**src/rtl/bcl_pkg.sv**
```systemverilog
package bcl_pkg;

  // ----------------------------------------------------------------
  // Timing
  // ----------------------------------------------------------------
  localparam int CLK_PERIOD_NS  = 10;
  localparam int BLANK_UNIT_NS  = 400;
  localparam int OFF_BASE_NS    = 10000;
  localparam int OFF_STEP_NS    = 1600;
  localparam int CNT_W          = 13;
  localparam logic [CNT_W-1:0] BLANK_UNIT_CYC = CNT_W'(BLANK_UNIT_NS / CLK_PERIOD_NS);
  localparam logic [CNT_W-1:0] OFF_BASE_CYC   = CNT_W'(OFF_BASE_NS / CLK_PERIOD_NS);
  localparam logic [CNT_W-1:0] OFF_STEP_CYC   = CNT_W'(OFF_STEP_NS / CLK_PERIOD_NS);
  localparam int OUT_PIN_A_CLK_HALF_CYC = 50;
  localparam logic [CNT_W-1:0] CNT_ONE = 13'h0001;

  // ----------------------------------------------------------------
  // Register map (byte addresses)
  // ----------------------------------------------------------------
  localparam logic [7:0] ADDR_CFG0 = 8'h00;
  localparam logic [7:0] ADDR_CFG1 = 8'h04;
  localparam logic [7:0] ADDR_CFG2 = 8'h08;
  localparam logic [7:0] ADDR_RUN  = 8'h0C;
  localparam logic [7:0] ADDR_MASK = 8'h10;
  localparam logic [7:0] ADDR_OUT_PIN_A = 8'h14;

  // ----------------------------------------------------------------
  // Fields
  // ----------------------------------------------------------------
  localparam int BLANK_LSB  = 6;
  localparam int BLANK_MSB  = 9;
  localparam int TRIP_LSB   = 6;
  localparam int TRIP_MSB   = 9;
  localparam int OFF_LSB    = 0;
  localparam int OFF_MSB    = 4;
  localparam int RUN_BIT    = 0;
  localparam int BRAKE_BIT  = 2;
  localparam int DSEL_LSB   = 4;
  localparam int DSEL_MSB   = 5;
  localparam int STOP_BIT   = 6;
  localparam int OUT_PIN_A_FF    = 15;
  localparam int OUT_PIN_A_POR   = 14;
  localparam int OUT_PIN_A_VREG  = 13;
  localparam int OUT_PIN_A_VDD   = 12;
  localparam int OUT_PIN_A_TW    = 11;
  localparam int OUT_PIN_A_TS    = 10;
  localparam int OUT_PIN_A_BOOT  = 7;
  localparam int OUT_PIN_A_SHORT = 0;
  localparam int FAULT_W    = 14;

  // Logic and regulator undervoltage mask bits are not implemented and read zero
  localparam logic [FAULT_W-1:0] MASK_WRITABLE = 14'h0FFF;
  localparam logic [31:0]        RESET_ZERO    = 32'h0000_0000;
  localparam logic [2:0]         GATE_ALL      = 3'h7;

  typedef enum logic [1:0] {
    DSEL_FAULT     = 2'b00,
    DSEL_SENSORLESS = 2'b01,
    DSEL_VDS       = 2'b10,
    DSEL_CLOCK     = 2'b11
  } bcl_dsel_type;

  typedef enum logic [1:0] {
    ST_IDLE  = 2'b00,
    ST_BLANK = 2'b01,
    ST_DRIVE = 2'b10,
    ST_OFF   = 2'b11
  } bcl_state_type;

endpackage : bcl_pkg

```
**src/rtl/bcl_top.sv**
```systemverilog
`timescale 1ns/1ps
// How it works
// - Trip reference is (code+1) steps of 6.25 percent; code in bits 9:6.
// - PWM high, or start-up, keeps drive on until current trips.
// - On trip, high sides off, complementary low sides on: slow decay.
// - Off-time is 10 us plus code times 1.6 us, code in bits 4:0.
// - Comparator ignored for blank time whenever drive configuration starts.
// - Blank time is code times 400 ns, code in bits 9:6.
// - Drain-source short monitors use the same blank interval.
// - Diagnostic pin shows one of four sources picked by run bits 5:4.
// - Power-on reset selects the general fault flag on the pin.
// - Fault flag low while unlatched fault present or latched disable holds.
// - Sensorless indicator follows state, held while stopped or braking.
// - Clock source gives a divided square wave on the pin.
// - Bit 15 is set if any fault bit set; first serial bit.
// - Diagnostic fault bits stay latched until a diagnostic register read, sleep clear, or reset.
// - Stop-on-fault with short or overtemperature forces all gates off.
// - Short-fault disable holds until sleep clear, diagnostic register read, or reset.
// - Logic or regulator undervoltage always disables the outputs; bootstrap undervoltage only when unmasked.
// - Stop-on-fault clear: flag goes low but drive keeps running.
// - Masked diagnostic produces no fault state, flag, or register bit.
// - Logic and regulator undervoltage can never be masked.
// - PWM ignored in start-up except held low to request braking.
module bcl_top #(
  parameter logic [bcl_pkg::CNT_W-1:0] OFF_BASE_CYC = bcl_pkg::OFF_BASE_CYC
) (
  input  wire logic        ref_clk_in,
  input  wire logic        srst_in,
  input  wire logic        psel_in,
  input  wire logic        penable_in,
  input  wire logic        pwrite_in,
  input  wire logic [7:0]  paddr_in,
  input  wire logic [31:0] pwdata_in,
  output logic      [31:0] prdata_out,
  output logic             pready_out,
  output logic             pslverr_out,
  input  wire logic        pwm_in,
  input  wire logic        cur_comp_in,
  input  wire logic [5:0]  ds_short_in,
  input  wire logic        vdd_uv_in,
  input  wire logic        vreg_uv_in,
  input  wire logic        temp_warn_in,
  input  wire logic        over_temp_in,
  input  wire logic [2:0]  boot_uv_in,
  input  wire logic        vds_thresh_in,
  input  wire logic        sleep_clear_n_in,
  input  wire logic        serial_strobe_n_in,
  input  wire logic        startup_in,
  input  wire logic        sensorless_ok_in,
  input  wire logic [2:0]  comm_high_in,
  input  wire logic [2:0]  comm_low_in,
  output logic      [2:0]  gate_high_out,
  output logic      [2:0]  gate_low_out,
  output logic             out_pin_a_out,
  output logic      [4:0]  trip_ref_step_out,
  output logic             serial_first_bit_out
);
  import bcl_pkg::*;

  // ----------------------------------------------------------------
  // Input synchronisers
  // ----------------------------------------------------------------
  localparam int SYNC_W = 18;
  // Active-low strobe and sleep clear reset to their idle high level
  localparam logic [SYNC_W-1:0] SYNC_IDLE = 18'h30000;
  logic [SYNC_W-1:0] raw_in;
  logic [SYNC_W-1:0] sync1_q;
  logic [SYNC_W-1:0] sync2_q;
  logic              pwm_s;
  logic              comp_s;
  logic [5:0]        short_s;
  logic              vdd_s;
  logic              vreg_s;
  logic              tw_s;
  logic              ts_s;
  logic [2:0]        boot_s;
  logic              vds_s;
  logic              sleep_n_s;
  logic              strobe_n_s;

  assign raw_in = {serial_strobe_n_in, sleep_clear_n_in, vds_thresh_in, boot_uv_in,
                   over_temp_in, temp_warn_in, vreg_uv_in, vdd_uv_in, ds_short_in,
                   cur_comp_in, pwm_in};

  always_ff @(posedge ref_clk_in) begin
    if (srst_in) begin
      sync1_q <= SYNC_IDLE;
      sync2_q <= SYNC_IDLE;
    end else begin
      sync1_q <= raw_in;
      sync2_q <= sync1_q;
    end
  end

  assign {strobe_n_s, sleep_n_s, vds_s, boot_s, ts_s, tw_s, vreg_s, vdd_s, short_s,
          comp_s, pwm_s} = sync2_q;

  // ----------------------------------------------------------------
  // APB slave
  // ----------------------------------------------------------------
  logic [31:0]        cfg0_q;
  logic [31:0]        cfg1_q;
  logic [31:0]        cfg2_q;
  logic [31:0]        run_q;
  logic [FAULT_W-1:0] mask_q;
  logic [OUT_PIN_A_POR:0]  out_pin_a_q;
  logic               por_q;
  logic [31:0]        rdata_d;
  logic               hit_d;
  logic               xfer_done;
  logic               wr_en;
  logic               out_pin_a_read;
  logic               ff_bit;

  assign xfer_done = psel_in & penable_in & pready_out;
  assign wr_en     = xfer_done & pwrite_in & ~pslverr_out;
  assign out_pin_a_read = xfer_done & ~pwrite_in & (paddr_in == ADDR_OUT_PIN_A);
  assign ff_bit    = |out_pin_a_q;

  always_comb begin
    rdata_d = RESET_ZERO;
    hit_d   = 1'b1;
    unique case (paddr_in)
      ADDR_CFG0: rdata_d = cfg0_q;
      ADDR_CFG1: rdata_d = cfg1_q;
      ADDR_CFG2: rdata_d = cfg2_q;
      ADDR_RUN:  rdata_d = run_q;
      ADDR_MASK: rdata_d[FAULT_W-1:0] = mask_q;
      ADDR_OUT_PIN_A: begin
        rdata_d[OUT_PIN_A_POR:0] = out_pin_a_q;
        rdata_d[OUT_PIN_A_FF]    = ff_bit;
      end
      default:   hit_d = 1'b0;
    endcase
  end

  // Single wait-free access phase: answer loaded in the setup cycle
  always_ff @(posedge ref_clk_in) begin
    if (srst_in) begin
      pready_out  <= 1'b0;
      prdata_out  <= RESET_ZERO;
      pslverr_out <= 1'b0;
    end else begin
      pready_out  <= psel_in & ~penable_in;
      pslverr_out <= psel_in & ~penable_in & ~hit_d;
      if (psel_in & ~penable_in & ~pwrite_in) begin
        prdata_out <= rdata_d;
      end
    end
  end

  // ----------------------------------------------------------------
  // Configuration registers
  // ----------------------------------------------------------------
  always_ff @(posedge ref_clk_in) begin
    if (srst_in) begin
      cfg0_q <= RESET_ZERO;
      cfg1_q <= RESET_ZERO;
      cfg2_q <= RESET_ZERO;
      run_q  <= RESET_ZERO;
      mask_q <= '0;
    end else if (wr_en) begin
      unique case (paddr_in)
        ADDR_CFG0: cfg0_q <= pwdata_in;
        ADDR_CFG1: cfg1_q <= pwdata_in;
        ADDR_CFG2: cfg2_q <= pwdata_in;
        ADDR_RUN:  run_q  <= pwdata_in;
        ADDR_MASK: mask_q <= pwdata_in[FAULT_W-1:0] & MASK_WRITABLE;
        default:   mask_q <= mask_q;
      endcase
    end
  end

  logic [3:0]   blank_time_code;
  logic [3:0]   trip_ref_code;
  logic [4:0]   off_time_code;
  logic         run_bit;
  logic         brake_request;
  logic         stop_on_fault;
  bcl_dsel_type out_pin_a_pin_select;

  assign blank_time_code = cfg0_q[BLANK_MSB:BLANK_LSB];
  assign trip_ref_code   = cfg1_q[TRIP_MSB:TRIP_LSB];
  assign off_time_code   = cfg2_q[OFF_MSB:OFF_LSB];
  assign run_bit         = run_q[RUN_BIT];
  assign brake_request   = run_q[BRAKE_BIT];
  assign stop_on_fault   = run_q[STOP_BIT];
  assign out_pin_a_pin_select = bcl_dsel_type'(run_q[DSEL_MSB:DSEL_LSB]);

  always_ff @(posedge ref_clk_in) begin
    if (srst_in) begin
      trip_ref_step_out <= 5'h01;
    end else begin
      trip_ref_step_out <= {1'b0, trip_ref_code} + 5'h01;
    end
  end

  // ----------------------------------------------------------------
  // Fault detection and response
  // ----------------------------------------------------------------
  bcl_state_type      state_q;
  logic               blank_active;
  logic [5:0]         short_m;
  logic [2:0]         boot_m;
  logic               tw_m;
  logic               ts_m;
  logic [FAULT_W-1:0] fault_set;
  logic               fault_clr;
  logic               disable_latch_q;
  logic               outputs_off;
  logic               unlatched_present;

  assign blank_active = (state_q == ST_BLANK);
  assign short_m = short_s & ~mask_q[OUT_PIN_A_SHORT +: 6] & {6{~blank_active}};
  assign boot_m  = boot_s & ~mask_q[OUT_PIN_A_BOOT +: 3];
  assign tw_m    = tw_s & ~mask_q[OUT_PIN_A_TW];
  assign ts_m    = ts_s & ~mask_q[OUT_PIN_A_TS];
  assign fault_set = {vreg_s, vdd_s, tw_m, ts_m, boot_m, 1'b0, short_m};
  assign fault_clr = ~sleep_n_s | out_pin_a_read;

  always_ff @(posedge ref_clk_in) begin
    if (srst_in) begin
      disable_latch_q <= 1'b0;
    end else if ((|boot_m) | (stop_on_fault & (|short_m))) begin
      disable_latch_q <= 1'b1;
    end else if (fault_clr) begin
      disable_latch_q <= 1'b0;
    end
  end

  assign outputs_off = vdd_s | vreg_s | disable_latch_q | (stop_on_fault & ts_m);
  assign unlatched_present = vdd_s | vreg_s | tw_m | ts_m | (|short_m);

  always_ff @(posedge ref_clk_in) begin
    if (srst_in) begin
      out_pin_a_q <= '0;
      por_q  <= 1'b1;
    end else begin
      por_q <= por_q & ~fault_clr;
      out_pin_a_q[FAULT_W-1:0] <= (fault_clr ? '0 : out_pin_a_q[FAULT_W-1:0]) | fault_set;
      out_pin_a_q[OUT_PIN_A_POR]    <= por_q & ~fault_clr;
    end
  end

  always_ff @(posedge ref_clk_in) begin
    if (srst_in) begin
      serial_first_bit_out <= 1'b0;
    end else begin
      serial_first_bit_out <= ~strobe_n_s & ff_bit;
    end
  end

  // ----------------------------------------------------------------
  // Chopping state machine
  // ----------------------------------------------------------------
  logic [CNT_W-1:0] cnt_q;
  logic [CNT_W-1:0] blank_load;
  logic [CNT_W-1:0] off_load;
  logic [2:0]       comm_prev_q;
  logic             comm_change;
  logic             braking;
  logic             drive_on;
  logic             cur_trip;

  assign blank_load  = CNT_W'(blank_time_code) * BLANK_UNIT_CYC;
  assign off_load    = OFF_BASE_CYC + CNT_W'(off_time_code) * OFF_STEP_CYC;
  assign comm_change = (comm_high_in != comm_prev_q);
  assign braking  = brake_request & (~startup_in | ~pwm_s);
  assign drive_on = run_bit & ~braking & ~outputs_off & (startup_in | pwm_s);
  assign cur_trip = comp_s & (state_q == ST_DRIVE);

  always_ff @(posedge ref_clk_in) begin
    if (srst_in) begin
      comm_prev_q <= '0;
    end else begin
      comm_prev_q <= comm_high_in;
    end
  end

  always_ff @(posedge ref_clk_in) begin
    if (srst_in) begin
      state_q <= ST_IDLE;
      cnt_q   <= '0;
    end else if (!drive_on) begin
      state_q <= ST_IDLE;
      cnt_q   <= '0;
    end else begin
      unique case (state_q)
        ST_IDLE: begin
          state_q <= (blank_load == '0) ? ST_DRIVE : ST_BLANK;
          cnt_q   <= blank_load;
        end
        ST_BLANK: begin
          cnt_q <= cnt_q - CNT_ONE;
          if (cnt_q <= CNT_ONE) begin
            state_q <= ST_DRIVE;
          end
        end
        ST_DRIVE: begin
          if (cur_trip) begin
            state_q <= ST_OFF;
            cnt_q   <= off_load;
          end else if (comm_change && blank_load != '0) begin
            state_q <= ST_BLANK;
            cnt_q   <= blank_load;
          end
        end
        ST_OFF: begin
          cnt_q <= cnt_q - CNT_ONE;
          if (cnt_q <= CNT_ONE) begin
            state_q <= (blank_load == '0) ? ST_DRIVE : ST_BLANK;
            cnt_q   <= blank_load;
          end
        end
      endcase
    end
  end

  // ----------------------------------------------------------------
  // Gate outputs
  // ----------------------------------------------------------------
  logic [2:0] high_d;
  logic [2:0] low_d;

  always_comb begin
    high_d = '0;
    low_d  = '0;
    if (outputs_off || !run_bit) begin
      high_d = '0;
      low_d  = '0;
    end else if (braking) begin
      low_d = GATE_ALL;
    end else if (state_q == ST_BLANK || state_q == ST_DRIVE) begin
      high_d = comm_high_in;
      low_d  = comm_low_in;
    end else begin
      low_d = comm_low_in | comm_high_in;
    end
  end

  always_ff @(posedge ref_clk_in) begin
    if (srst_in) begin
      gate_high_out <= '0;
      gate_low_out  <= '0;
    end else begin
      gate_high_out <= high_d;
      gate_low_out  <= low_d;
    end
  end

  // ----------------------------------------------------------------
  // Diagnostic pin
  // ----------------------------------------------------------------
  logic [6:0] div_cnt_q;
  logic       div_clk_q;
  logic       sensorless_q;
  logic       fault_flag_n;

  always_ff @(posedge ref_clk_in) begin
    if (srst_in) begin
      div_cnt_q <= '0;
      div_clk_q <= 1'b0;
    end else if (div_cnt_q == 7'(OUT_PIN_A_CLK_HALF_CYC - 1)) begin
      div_cnt_q <= '0;
      div_clk_q <= ~div_clk_q;
    end else begin
      div_cnt_q <= div_cnt_q + 7'h01;
    end
  end

  always_ff @(posedge ref_clk_in) begin
    if (srst_in) begin
      sensorless_q <= 1'b0;
    end else if (run_bit && !brake_request) begin
      sensorless_q <= sensorless_ok_in;
    end
  end

  assign fault_flag_n = ~(unlatched_present | disable_latch_q);

  always_ff @(posedge ref_clk_in) begin
    if (srst_in) begin
      out_pin_a_out <= 1'b1;
    end else begin
      unique case (out_pin_a_pin_select)
        DSEL_FAULT:      out_pin_a_out <= fault_flag_n;
        DSEL_SENSORLESS: out_pin_a_out <= sensorless_q;
        DSEL_VDS:        out_pin_a_out <= vds_s;
        DSEL_CLOCK:      out_pin_a_out <= div_clk_q;
      endcase
    end
  end

endmodule : bcl_top

```
**config.mk**
```make
export PLATFORM = sky130hd
export DESIGN_NAME = bcl_top
export DESIGN_NICKNAME = d
export VERILOG_FILES = /design/src/rtl/bcl_pkg.sv /design/src/rtl/bcl_top.sv
export SDC_FILE = /design/constraint.sdc
export NUM_CORES = 1
export LEC_CHECK = 0
export BUFFER_PORTS_ARGS = -buffer_cell sky130_fd_sc_hd__buf_2
export CORE_ASPECT_RATIO = 1.75
export CORE_MARGIN = 2
export CORE_UTILIZATION = 58
export CTS_BUF_LIST = sky130_fd_sc_hd__clkbuf_8
export CTS_CLUSTER_DIAMETER = 60
export CTS_CLUSTER_SIZE = 24
export DETAILED_ROUTE_END_ITERATION = 7
export PLACE_DENSITY_LB_ADDON = 0.25
export SETUP_SLACK_MARGIN = 0.02
export SYNTH_ARGS = -nofsm -noshare
export SYNTH_HDL_FRONTEND = slang
export SYNTH_SLANG_ARGS = --single-unit
export TNS_END_PERCENT = 50
```
**constraint.sdc**
```tcl
create_clock -name ref_clk_in -period 7.9 [get_ports ref_clk_in]
set_input_delay 0.395 -clock ref_clk_in [delete_from_list [all_inputs] [get_ports ref_clk_in]]
set_output_delay 0.395 -clock ref_clk_in [all_outputs]
set_load 0.005 [all_outputs]
```
Yosys cells after proc, flatten, opt, wreduce, memory -nomap -nowiden

Cells that the tools add are included.

$lt $le $gt $ge: 1
Reductions and logical operators: 26
Bitwise gates (word level): 56
Divide/modulo/power cells: 0
Multipliers: 2
Add/sub/neg operators: 4
Multiplexer cells: 20
Equal/unequal tests: 16
Shift-type cells: 0

Operators by type and width:

| operator                                                         | number |
|---|---|
| one-hot mux 14 bit (6 select lines)                              | 1 |
| one-hot mux 16 bit (4 select lines)                              | 1 |
| one-hot mux 13 bit (4 select lines)                              | 1 |
| 2-to-1 mux 13 bit                                                | 3 |
| bitwise AND 1 bit                                                | 20 |
| inverter 1 bit                                                   | 18 |
| == test 8 x 4 -> 1 bit (second input constant)                   | 2 |
| == test 8 x 5 -> 1 bit (second input constant)                   | 2 |
| OR reduction 15 bit                                              | 1 |
| 2-to-1 mux 14 bit                                                | 1 |
| OR 14 bit                                                        | 1 |
| adder 10 x 13 -> 13 bit (first input constant)                   | 1 |
| less-or-equal comparator 13 x 1 -> 1 bit (second input constant) | 1 |
| logical NOT 13 bit                                               | 1 |
| nonzero test 13 bit                                              | 1 |
| subtractor 13 x 1 -> 13 bit (second input constant)              | 1 |
| bitwise AND 6 bit                                                | 2 |
| OR reduction 6 bit                                               | 2 |
| OR 1 bit                                                         | 11 |
| 2-to-1 mux 2 bit                                                 | 5 |
| one-hot mux 2 bit (5 select lines)                               | 1 |
| AND reduction 2 bit                                              | 5 |
| == test 2 bit (second input constant)                            | 4 |
| == test 8 x 3 -> 1 bit (second input constant)                   | 1 |
| 28 further kinds                                                 | 38 |

Memory bits (writable): 0
Register bits after elaboration: 267
Memories: 0
Input bits: 71
Bits in latches: 0
Bits in read-only memories: 0

Longest topological paths before layout

Gate-level depths: netlist of the first run.

Word-level depth: 9
Mapped depth: 11
Depth with buffers taken out: 10

Worst setup path before layout of the first run

No wires, ideal clock.

Path type: flip-flop to flip-flop
Start point: register cfg0_q[9]
End point: register cnt_q[0]
Buffers on the path: 1
Arrival time: 2.518 ns
Path slack: 5.254 ns
Stages on the path, launching flop included: 12
Required time: 7.772 ns
Cells stage by stage: dfxtp_1 ha_1 ha_1 inv_1 fa_1 nor3b_1 o211ai_1 o21ai_1 clkbuf_1 nor3_1 a21oi_1 nor2_1

Longest elaborated chain between the ends: 4

Ends and longest elaborated chain:

| element                          | line           | source |
|---|---|---|
| start, declared                  | bcl_top.sv:101 | `logic [31:0] cfg0_q;` |
| start signal, assigned           | bcl_top.sv:164 | `ADDR_CFG0: cfg0_q <= pwdata_in;` |
| multiplier 4 x 3 -> 7 bit        | bcl_top.sv:265 | `assign blank_load = CNT_W'(blank_time_code) * BLANK_UNIT_CYC;` |
| nonzero test 13 bit              | bcl_top.sv:303 | `end else if (comm_change && blank_load != '0) begin` |
| logical AND 1 bit                | bcl_top.sv:303 |  |
| != test 3 x 2 -> 1 bit (no line) | n/a            |  |
| end signal, assigned             | bcl_top.sv:302 | `cnt_q <= off_load;` |
| end signal, assigned             | bcl_top.sv:305 | `cnt_q <= blank_load;` |
| end signal, assigned             | bcl_top.sv:309 | `cnt_q <= cnt_q - CNT_ONE;` |
| end, declared                    | bcl_top.sv:256 | `logic [CNT_W-1:0] cnt_q;` |

Every way passes these cells.
A chain may end at the register's enable or synchronous reset.

Worst setup path after layout of the first run

Start point: register cfg0_q[9]
End point: register cnt_q[10]

Same word-level chain as after synthesis.

==> results.md, run 1 <==
* WS Path Type: flip-flop to flip-flop
* Worst vdd ir at 0.000148 V
* Yosys top cell area share at 48.3%
* XOR/XNOR share of the synthesized area at 1.67%
* Area Overhead vs Synth at 8.56%
* Number of synthesized flops with an enable pin at 0
* Clk sink count at 266
* Crit start category: flip-flop
* Initial Util at ~60%
* Dominant cell type by area after synthesis: dfxtp_1
* GR Overflow Total at 0
* Final setup fails at 0
* Complex-gate fraction of the synthesized area at 16.0%
* Worst Slack Setup Final at between 4 and 5 ns
* Most frequent CP cell: ha_1
* Initial antenna violation count at 2
* Asr flop ratio synth at 0%
* Mux contribution to synthesized area at 5.47%
* Mapped Nets at 1,394
* M1 WL at 10.9 mm
* Root Driver: clkbuf_8
* Share of cells above drive strength 1 at 14.5%
* FMAX at around 310 MHz
* Max layer used: met5
* First-pass GRT wire length at around 46 mm
* Pwr Density at 175 nW/um^2
* Status: finished, final reports clean
* Unique masters post-synth at 62
* Drt initial violations at roughly 540
* Adder-Cell Fraction of Synth Area at 2.64%
* Simple-Gate Fraction of Synth Area at 22.2%
* Later-pin clock latency in the skew report at 0.53 ns
* Number of CTS-inserted buffers at 15
* Vias in the first global route at just over 9,000
* Largest net degree at the start of global routing at 127
* Final hold viol count at 0
* Crit path max fanout at 25
* Syn Std Cell Area at 11,000 sq um
* Final setup TNS at 0 ns
* Crit-path slowest cell: o21ai_2
* CP endpoint kind: flip-flop
* Worst Skew at 0.0240 ns
* Syn_area_per_cell at ~8.5 sq um
* Post-CTS Hold Buffers at 0
* Core area at 18,600 sq um
* DRC at 0
* Die X at 108 um
* Critical path required time at 8.28 ns
* Max-Cap Viols at 0
* Clock-pin slew on the worst setup and hold paths at roughly 0.13 ns
* Synthesis-stage register bit count at 266
* Post-CTS resize count at 0
* Largest family of logic cells by synthesized area: simple AND/OR/NAND/NOR gates
* Worst EP arrival at 3.57 ns
* Via density at 5.88
* Total GRT Usage at 28.0%
* Commonest non-fill, non-tap cell in the layout: nand2_1
* Post-CTS setup repair buffer count at 0
* Hold slack at 0.0501 ns
* Area contributors post-synth: dfxtp_1 (48%), nand2_1 (10%), a21oi_1 (9.0%)
* Gpl congestion at 0.911
* RSZ-0062 raised after global routing: no
* Router iterations before antenna repair at 5
* LEAKAGE at roughly 4.3 nW
* Pre-CTS WS at 4.72 ns
* Worst slew pin tran at 1.36 ns
* Slew HR at 9.25%
* IO Pins at about 120
* Post-detailed-route count of antenna-violating nets at 0
* Via Count at 9,426
* Hold/Removal Path Class: input pin to flip-flop
* WL per Instance at 17.9 um
* CTS tree: yes
* Most frequent cells in the layout: nand2_1 (307), dfxtp_1 (266), a21oi_1 (199)
* Min cycle time layout at roughly 3.2 ns
* Cell chain of the critical path: ha_1 > ha_1 > inv_1 > fa_1 > nor3b_1 > o211ai_1 > o21ai_2 > nor2_2 > a31oi_1 > a21oi_1
* Top FF cell, synth: dfxtp_1
* Register area share after synthesis at 48.3%
* Rows at 66
* # port buffers at between 100 and 150
* Post-Route WL at 28.6 mm
* Hold Path Origin: sleep_clear_n_in
* Worst reg-to-reg setup slack at between 4 and 5 ns
* Nets at approximately 1,500
* Crit path launch: cfg0_q[9]
* Slew Limit Fails at 0
* RR Startpoint: cfg0_q[9]
* Die H at about 190 um
* Crit-path max cell delay at 0.75 ns
* Met2 wire length at 15.0 mm
* Mapped Cells at 1,301
* Post-route clock period utilization at 40.3%
* H-tree depth at 1
* Yosys warns at 0
* Post-DP HPWL at roughly 20 mm
* Met3 wire len at 1.53 mm
* Die area at 20,200 sq um
* Max clock buf depth at 3
Yosys cell counts, types with 5 or more instances:
library cell / number
nand2_1: 307
buf_1: 5
nor3_1: 19
nand2b_1: 11
nor4_1: 8
inv_1: 21
nor2b_1: 50
mux2_2: 12
a22oi_1: 29
or2_2: 7
a21oi_1: 199
ha_1: 20
a211oi_1: 11
nand3_1: 40
a221oi_1: 7
dfxtp_1: 266
xor2_1: 11
mux4_2: 19
nand4_1: 5
a31oi_1: 7
nor3b_1: 6
nor2_1: 70
xnor2_1: 10
clkbuf_1: 77
o21ai_0: 27
sequential cells by signal, indices dropped and copies added, names as in the netlist, 5 cells and up:
register,count
cfg0_q,32
cfg1_q,32
cfg2_q,32
cnt_q,13
div_cnt_q,7
mask_q,12
out_pin_a_q,14
prdata_out,32
run_q,32
sync1_q,18
sync2_q,18
trip_ref_step_out,5
cells by family after synthesis:
family | after synthesis
AO/OA/AOI/OAI | 305
XOR/XNOR | 21
adder cells (fa/ha/maj) | 22
buffers and inverters | 105
flip-flops | 266
multiplexers | 35
AND/OR/NAND/NOR | 547
metal layers:
metal,vias to the layer above,GRT usage [%]
li1,4562,-
met1,4469,32.2
met2,318,51.0
met3,75,3.14
met4,2,12.7
met5,-,0
through the flow:
| step | std cells | area, sq um | total power (W) | utilization, % |
|---|---|---|---|---|
| 2_1_floorplan | 1301 | 11000 | 0.00146 | - |
| 3_3_place_gp | 1584 | 11700 | 0.00152 | 63.0 |
| 3_5_place_dp | 1584 | 11700 | 0.00152 | 63.0 |
| 4_1_cts | 1602 | 12000 | 0.00210 | 64.4 |
| 5_1_grt | 1603 | 12000 | 0.00216 | 64.4 |
| 6_report | 1603 | 12000 | 0.00209 | 64.4 |
layout make-up:
| cell class | count | area [sq um] |
|---|---|---|
| Timing Repair Buffer | 129 | 682 |
| Clock buffer | 16 | 220 |
| Clock inverter | 2 | 27.5 |
| Fill cell | 1687 | 6620 |
| Sequential cell | 266 | 5330 |
| Tap cell | 238 | 298 |
| Multi-Input combinational cell | 930 | 5330 |
| Antenna cell | 1 | 2.50 |
| Inverter | 21 | 78.8 |
path summary, 6_finish.rpt:
check / end / cells after the start
setup reg to reg: cnt_q[10] / 10
hold reg to reg: serial_first_bit_out / 1
hold / removal: sync1_q[16] / 2
setup / recovery: cnt_q[10] / 10
report_power, final:
group          switching, W  leakage [nW]  internal (W)
sequential        0.0000116          2.16       0.00136
combinational     0.0000717          2.02     0.0000436
clock              0.000407         0.128      0.000193
worst max-delay path, delay by kind of cell, from the launching register on:
| kind | cells | cell delay [ns] |
|---|---|---|
| AOI/OAI and AO/OA | 4 | 1.19 |
| adders and majority gates | 3 | 1.00 |
| and+or+nand+nor | 2 | 0.43 |
| DFF | 1 | 0.38 |
| buffers and inverters | 1 | 0.05 |
Power figures use the tool's default switching activity.
==> run 2, diff against run 1 <==
- CORE_UTILIZATION: 58 -> 55
- clock period: 7.9 -> 2.6 ns (I/O delays scaled with it)
==> results.md, run 2 (synthesized netlist as in run 1, its figures left out) <==
* Status: finished, violations left (was finished, final reports clean)
* Failing checks: negative setup slack
* Via Count at 10,100 (was 9,426)
* Via density at 5.81 (was 5.88)
* Gpl congestion at 0.967 (was 0.911)
* Post-route clock period utilization at 100% (was 40.3%)
* Largest net degree at the start of global routing at 185 (was 127)
* Vias in the first global route at 10,000 (was 9,235)
* Power Total at 0.00651 W (was 0.00209 W)
* Hold/Removal Path Class: input pin to flip-flop (unchanged)
* Share of cells above drive strength 1 at 16.9% (was 14.5%)
* CP endpoint kind: flip-flop (unchanged)
* Pwr Density at 492 nW/um^2 (was 175 nW/um^2)
* Post-DP HPWL at 20.4 mm (was 19.5 mm)
* Drt initial violations at 724 (was 539)
* GR Overflow Total at 0 (unchanged)
* Root Driver: clkbuf_8 (unchanged)
* Most frequent cells in the layout: nand2_1 (307), dfxtp_1 (262), a21oi_1 (198) (was nand2_1 (307), dfxtp_1 (266), a21oi_1 (199))
* WL per Instance at 18.3 um (was 17.9 um)
* CTS tree: yes (unchanged)
* Max-Cap Viols at 0 (unchanged)
* Die H at 191 um (was 186 um)
* DRC at 0 (unchanged)
* Fillers at 1,603 (was 1,687)
* Min cycle time layout at 2.61 ns (was 3.18 ns)
* Initial antenna violation count at 1 (was 2)
* Worst vdd ir at 0.000541 V (was 0.000148 V)
* Core area at 19,700 sq um (was 18,600 sq um)
* Initial Util at 56.0% (was 59.3%)
* Worst Slack Setup Final at -0.00560 ns (was 4.72 ns)
* Worst Skew at 0.0343 ns (was 0.0240 ns)
* Final setup TNS at -0.00560 ns (was 0 ns)
* Die X at 111 um (was 108 um)
* WS Path Type: flip-flop to flip-flop (unchanged)
* Critical path required time at 3.03 ns (was 8.28 ns)
* Area Overhead vs Synth at 20.1% (was 8.56%)
* Final setup fails at 1 (was 0)
* Number of CTS-inserted buffers at 15 (unchanged)
* Total GRT Usage at 28.9% (was 28.0%)
* Nets at 1,576 (was 1,456)
* Commonest non-fill, non-tap cell in the layout: nand2_1 (unchanged)
* H-tree depth at 1 (unchanged)
* Post-detailed-route count of antenna-violating nets at 0 (unchanged)
* Crit path max fanout at 12 (was 25)
* Max clock buf depth at 3 (unchanged)
* # port buffers at 117 (unchanged)
* Rows at 68 (was 66)
* Worst EP arrival at 3.04 ns (was 3.57 ns)
* Clk sink count at 266 (unchanged)
* RSZ-0062 raised after global routing: yes (was no)
* Die area at 21,200 sq um (was 20,200 sq um)
* Clock-pin slew on the worst setup and hold paths at 0.14 ns (was 0.13 ns)
* Crit start category: flip-flop (unchanged)
* Slew HR at 47.9% (was 9.25%)
* Post-Route WL at 31.6 mm (was 28.6 mm)
* Later-pin clock latency in the skew report at 0.56 ns (was 0.53 ns)
* Slew Limit Fails at 0 (unchanged)
* FMAX at 384 MHz (was 314 MHz)
* Worst-case reg-to-reg path depth at 11 (was 10)
* Worst slew pin tran at 0.781 ns (was 1.36 ns)
* Worst hold path depth at 3 (was 2)
* Router iterations before antenna repair at 5 (unchanged)
* Final hold viol count at 0 (unchanged)
* LEAKAGE at 4.92 nW (was 4.31 nW)
* IO Pins at 118 (unchanged)
* First-pass GRT wire length at 49.8 mm (was 45.7 mm)
==> run 2: power by group <==
part / internal [W] / leakage, nW / switching [W]
registers: 0.00414 / 2.16 / 0.0000369
logic: 0.000218 / 2.63 / 0.000239
clock network: 0.000591 / 0.130 / 0.00128
total: 0.00495 / 4.92 / 0.00156
==> run 2: final timing paths <==
kind	from	endpoint	slack, ns
max	cfg0_q[9]	cnt_q[6]	-0.006
min	paddr_in[4]	pslverr_out	0.07
max reg2reg	cfg0_q[9]	cnt_q[6]	-0.006
min reg2reg	sync2_q[17]	serial_first_bit_out	0.41
==> run 2: critical path, stage by stage (launching register included) <==
cell	delay, ns
dfxtp_2	0.36
ha_4	0.27
ha_4	0.13
inv_2	0.04
fa_1	0.51
nor3b_4	0.21
o211ai_1	0.13
o21ai_2	0.24
buf_6	0.15
clkbuf_16	0.15
nor4_1	0.06
nor3_1	0.24
==> run 2: layout make-up <==
type                       instances  area (sq um)  share of cell area, %
clock buffer                      16           220                   1.67
sequential                       266          5330                   40.3
timing repair buffer             249          1890                   14.3
inverter                          21          78.8                  0.596
tap                              245           307                   2.32
multi-input combinational        930          5370                   40.6
clock inverter                     4          32.5                  0.246
antenna                            1          2.50                 0.0189
==> run 2: through the flow <==
step	setup slack [ns]	hold WS (ns)	instance area [sq um]	utilization [%]	cells
after global routing	-0.0918	0.0598	13200	67.3	1732
after CTS	0.0499	0.0431	13100	66.6	1725
after detailed placement	0.0376	0.322	12000	61.1	1624
after global placement	0.103	0.313	12000	61.1	1624
after floorplan	0.0294	0.234	11000	-	1301
final	-0.00560	0.0727	13200	67.3	1732
==> run 2: what timing repair did <==
action,in CTS,in global routing
setup buffers,0,4
cloned,0,2
resized for setup,1,14
hold endpoints to repair,199,0
hold buffers,81,0
pin swaps,0,8
setup endpoints to repair,2,11
==> run 2: routing by layer <==
metal / track usage [%] / vias up / wire length (um) / part of all wire (%)
li1: - / 4799 / - / -
met1: 31.5 / 4812 / 11700 / 37
met2: 54.6 / 346 / 16800 / 53
met3: 2.79 / 99 / 1420 / 4.5
met4: 15.8 / 0 / 1670 / 5.3
met5: 0 / - / 0 / 0
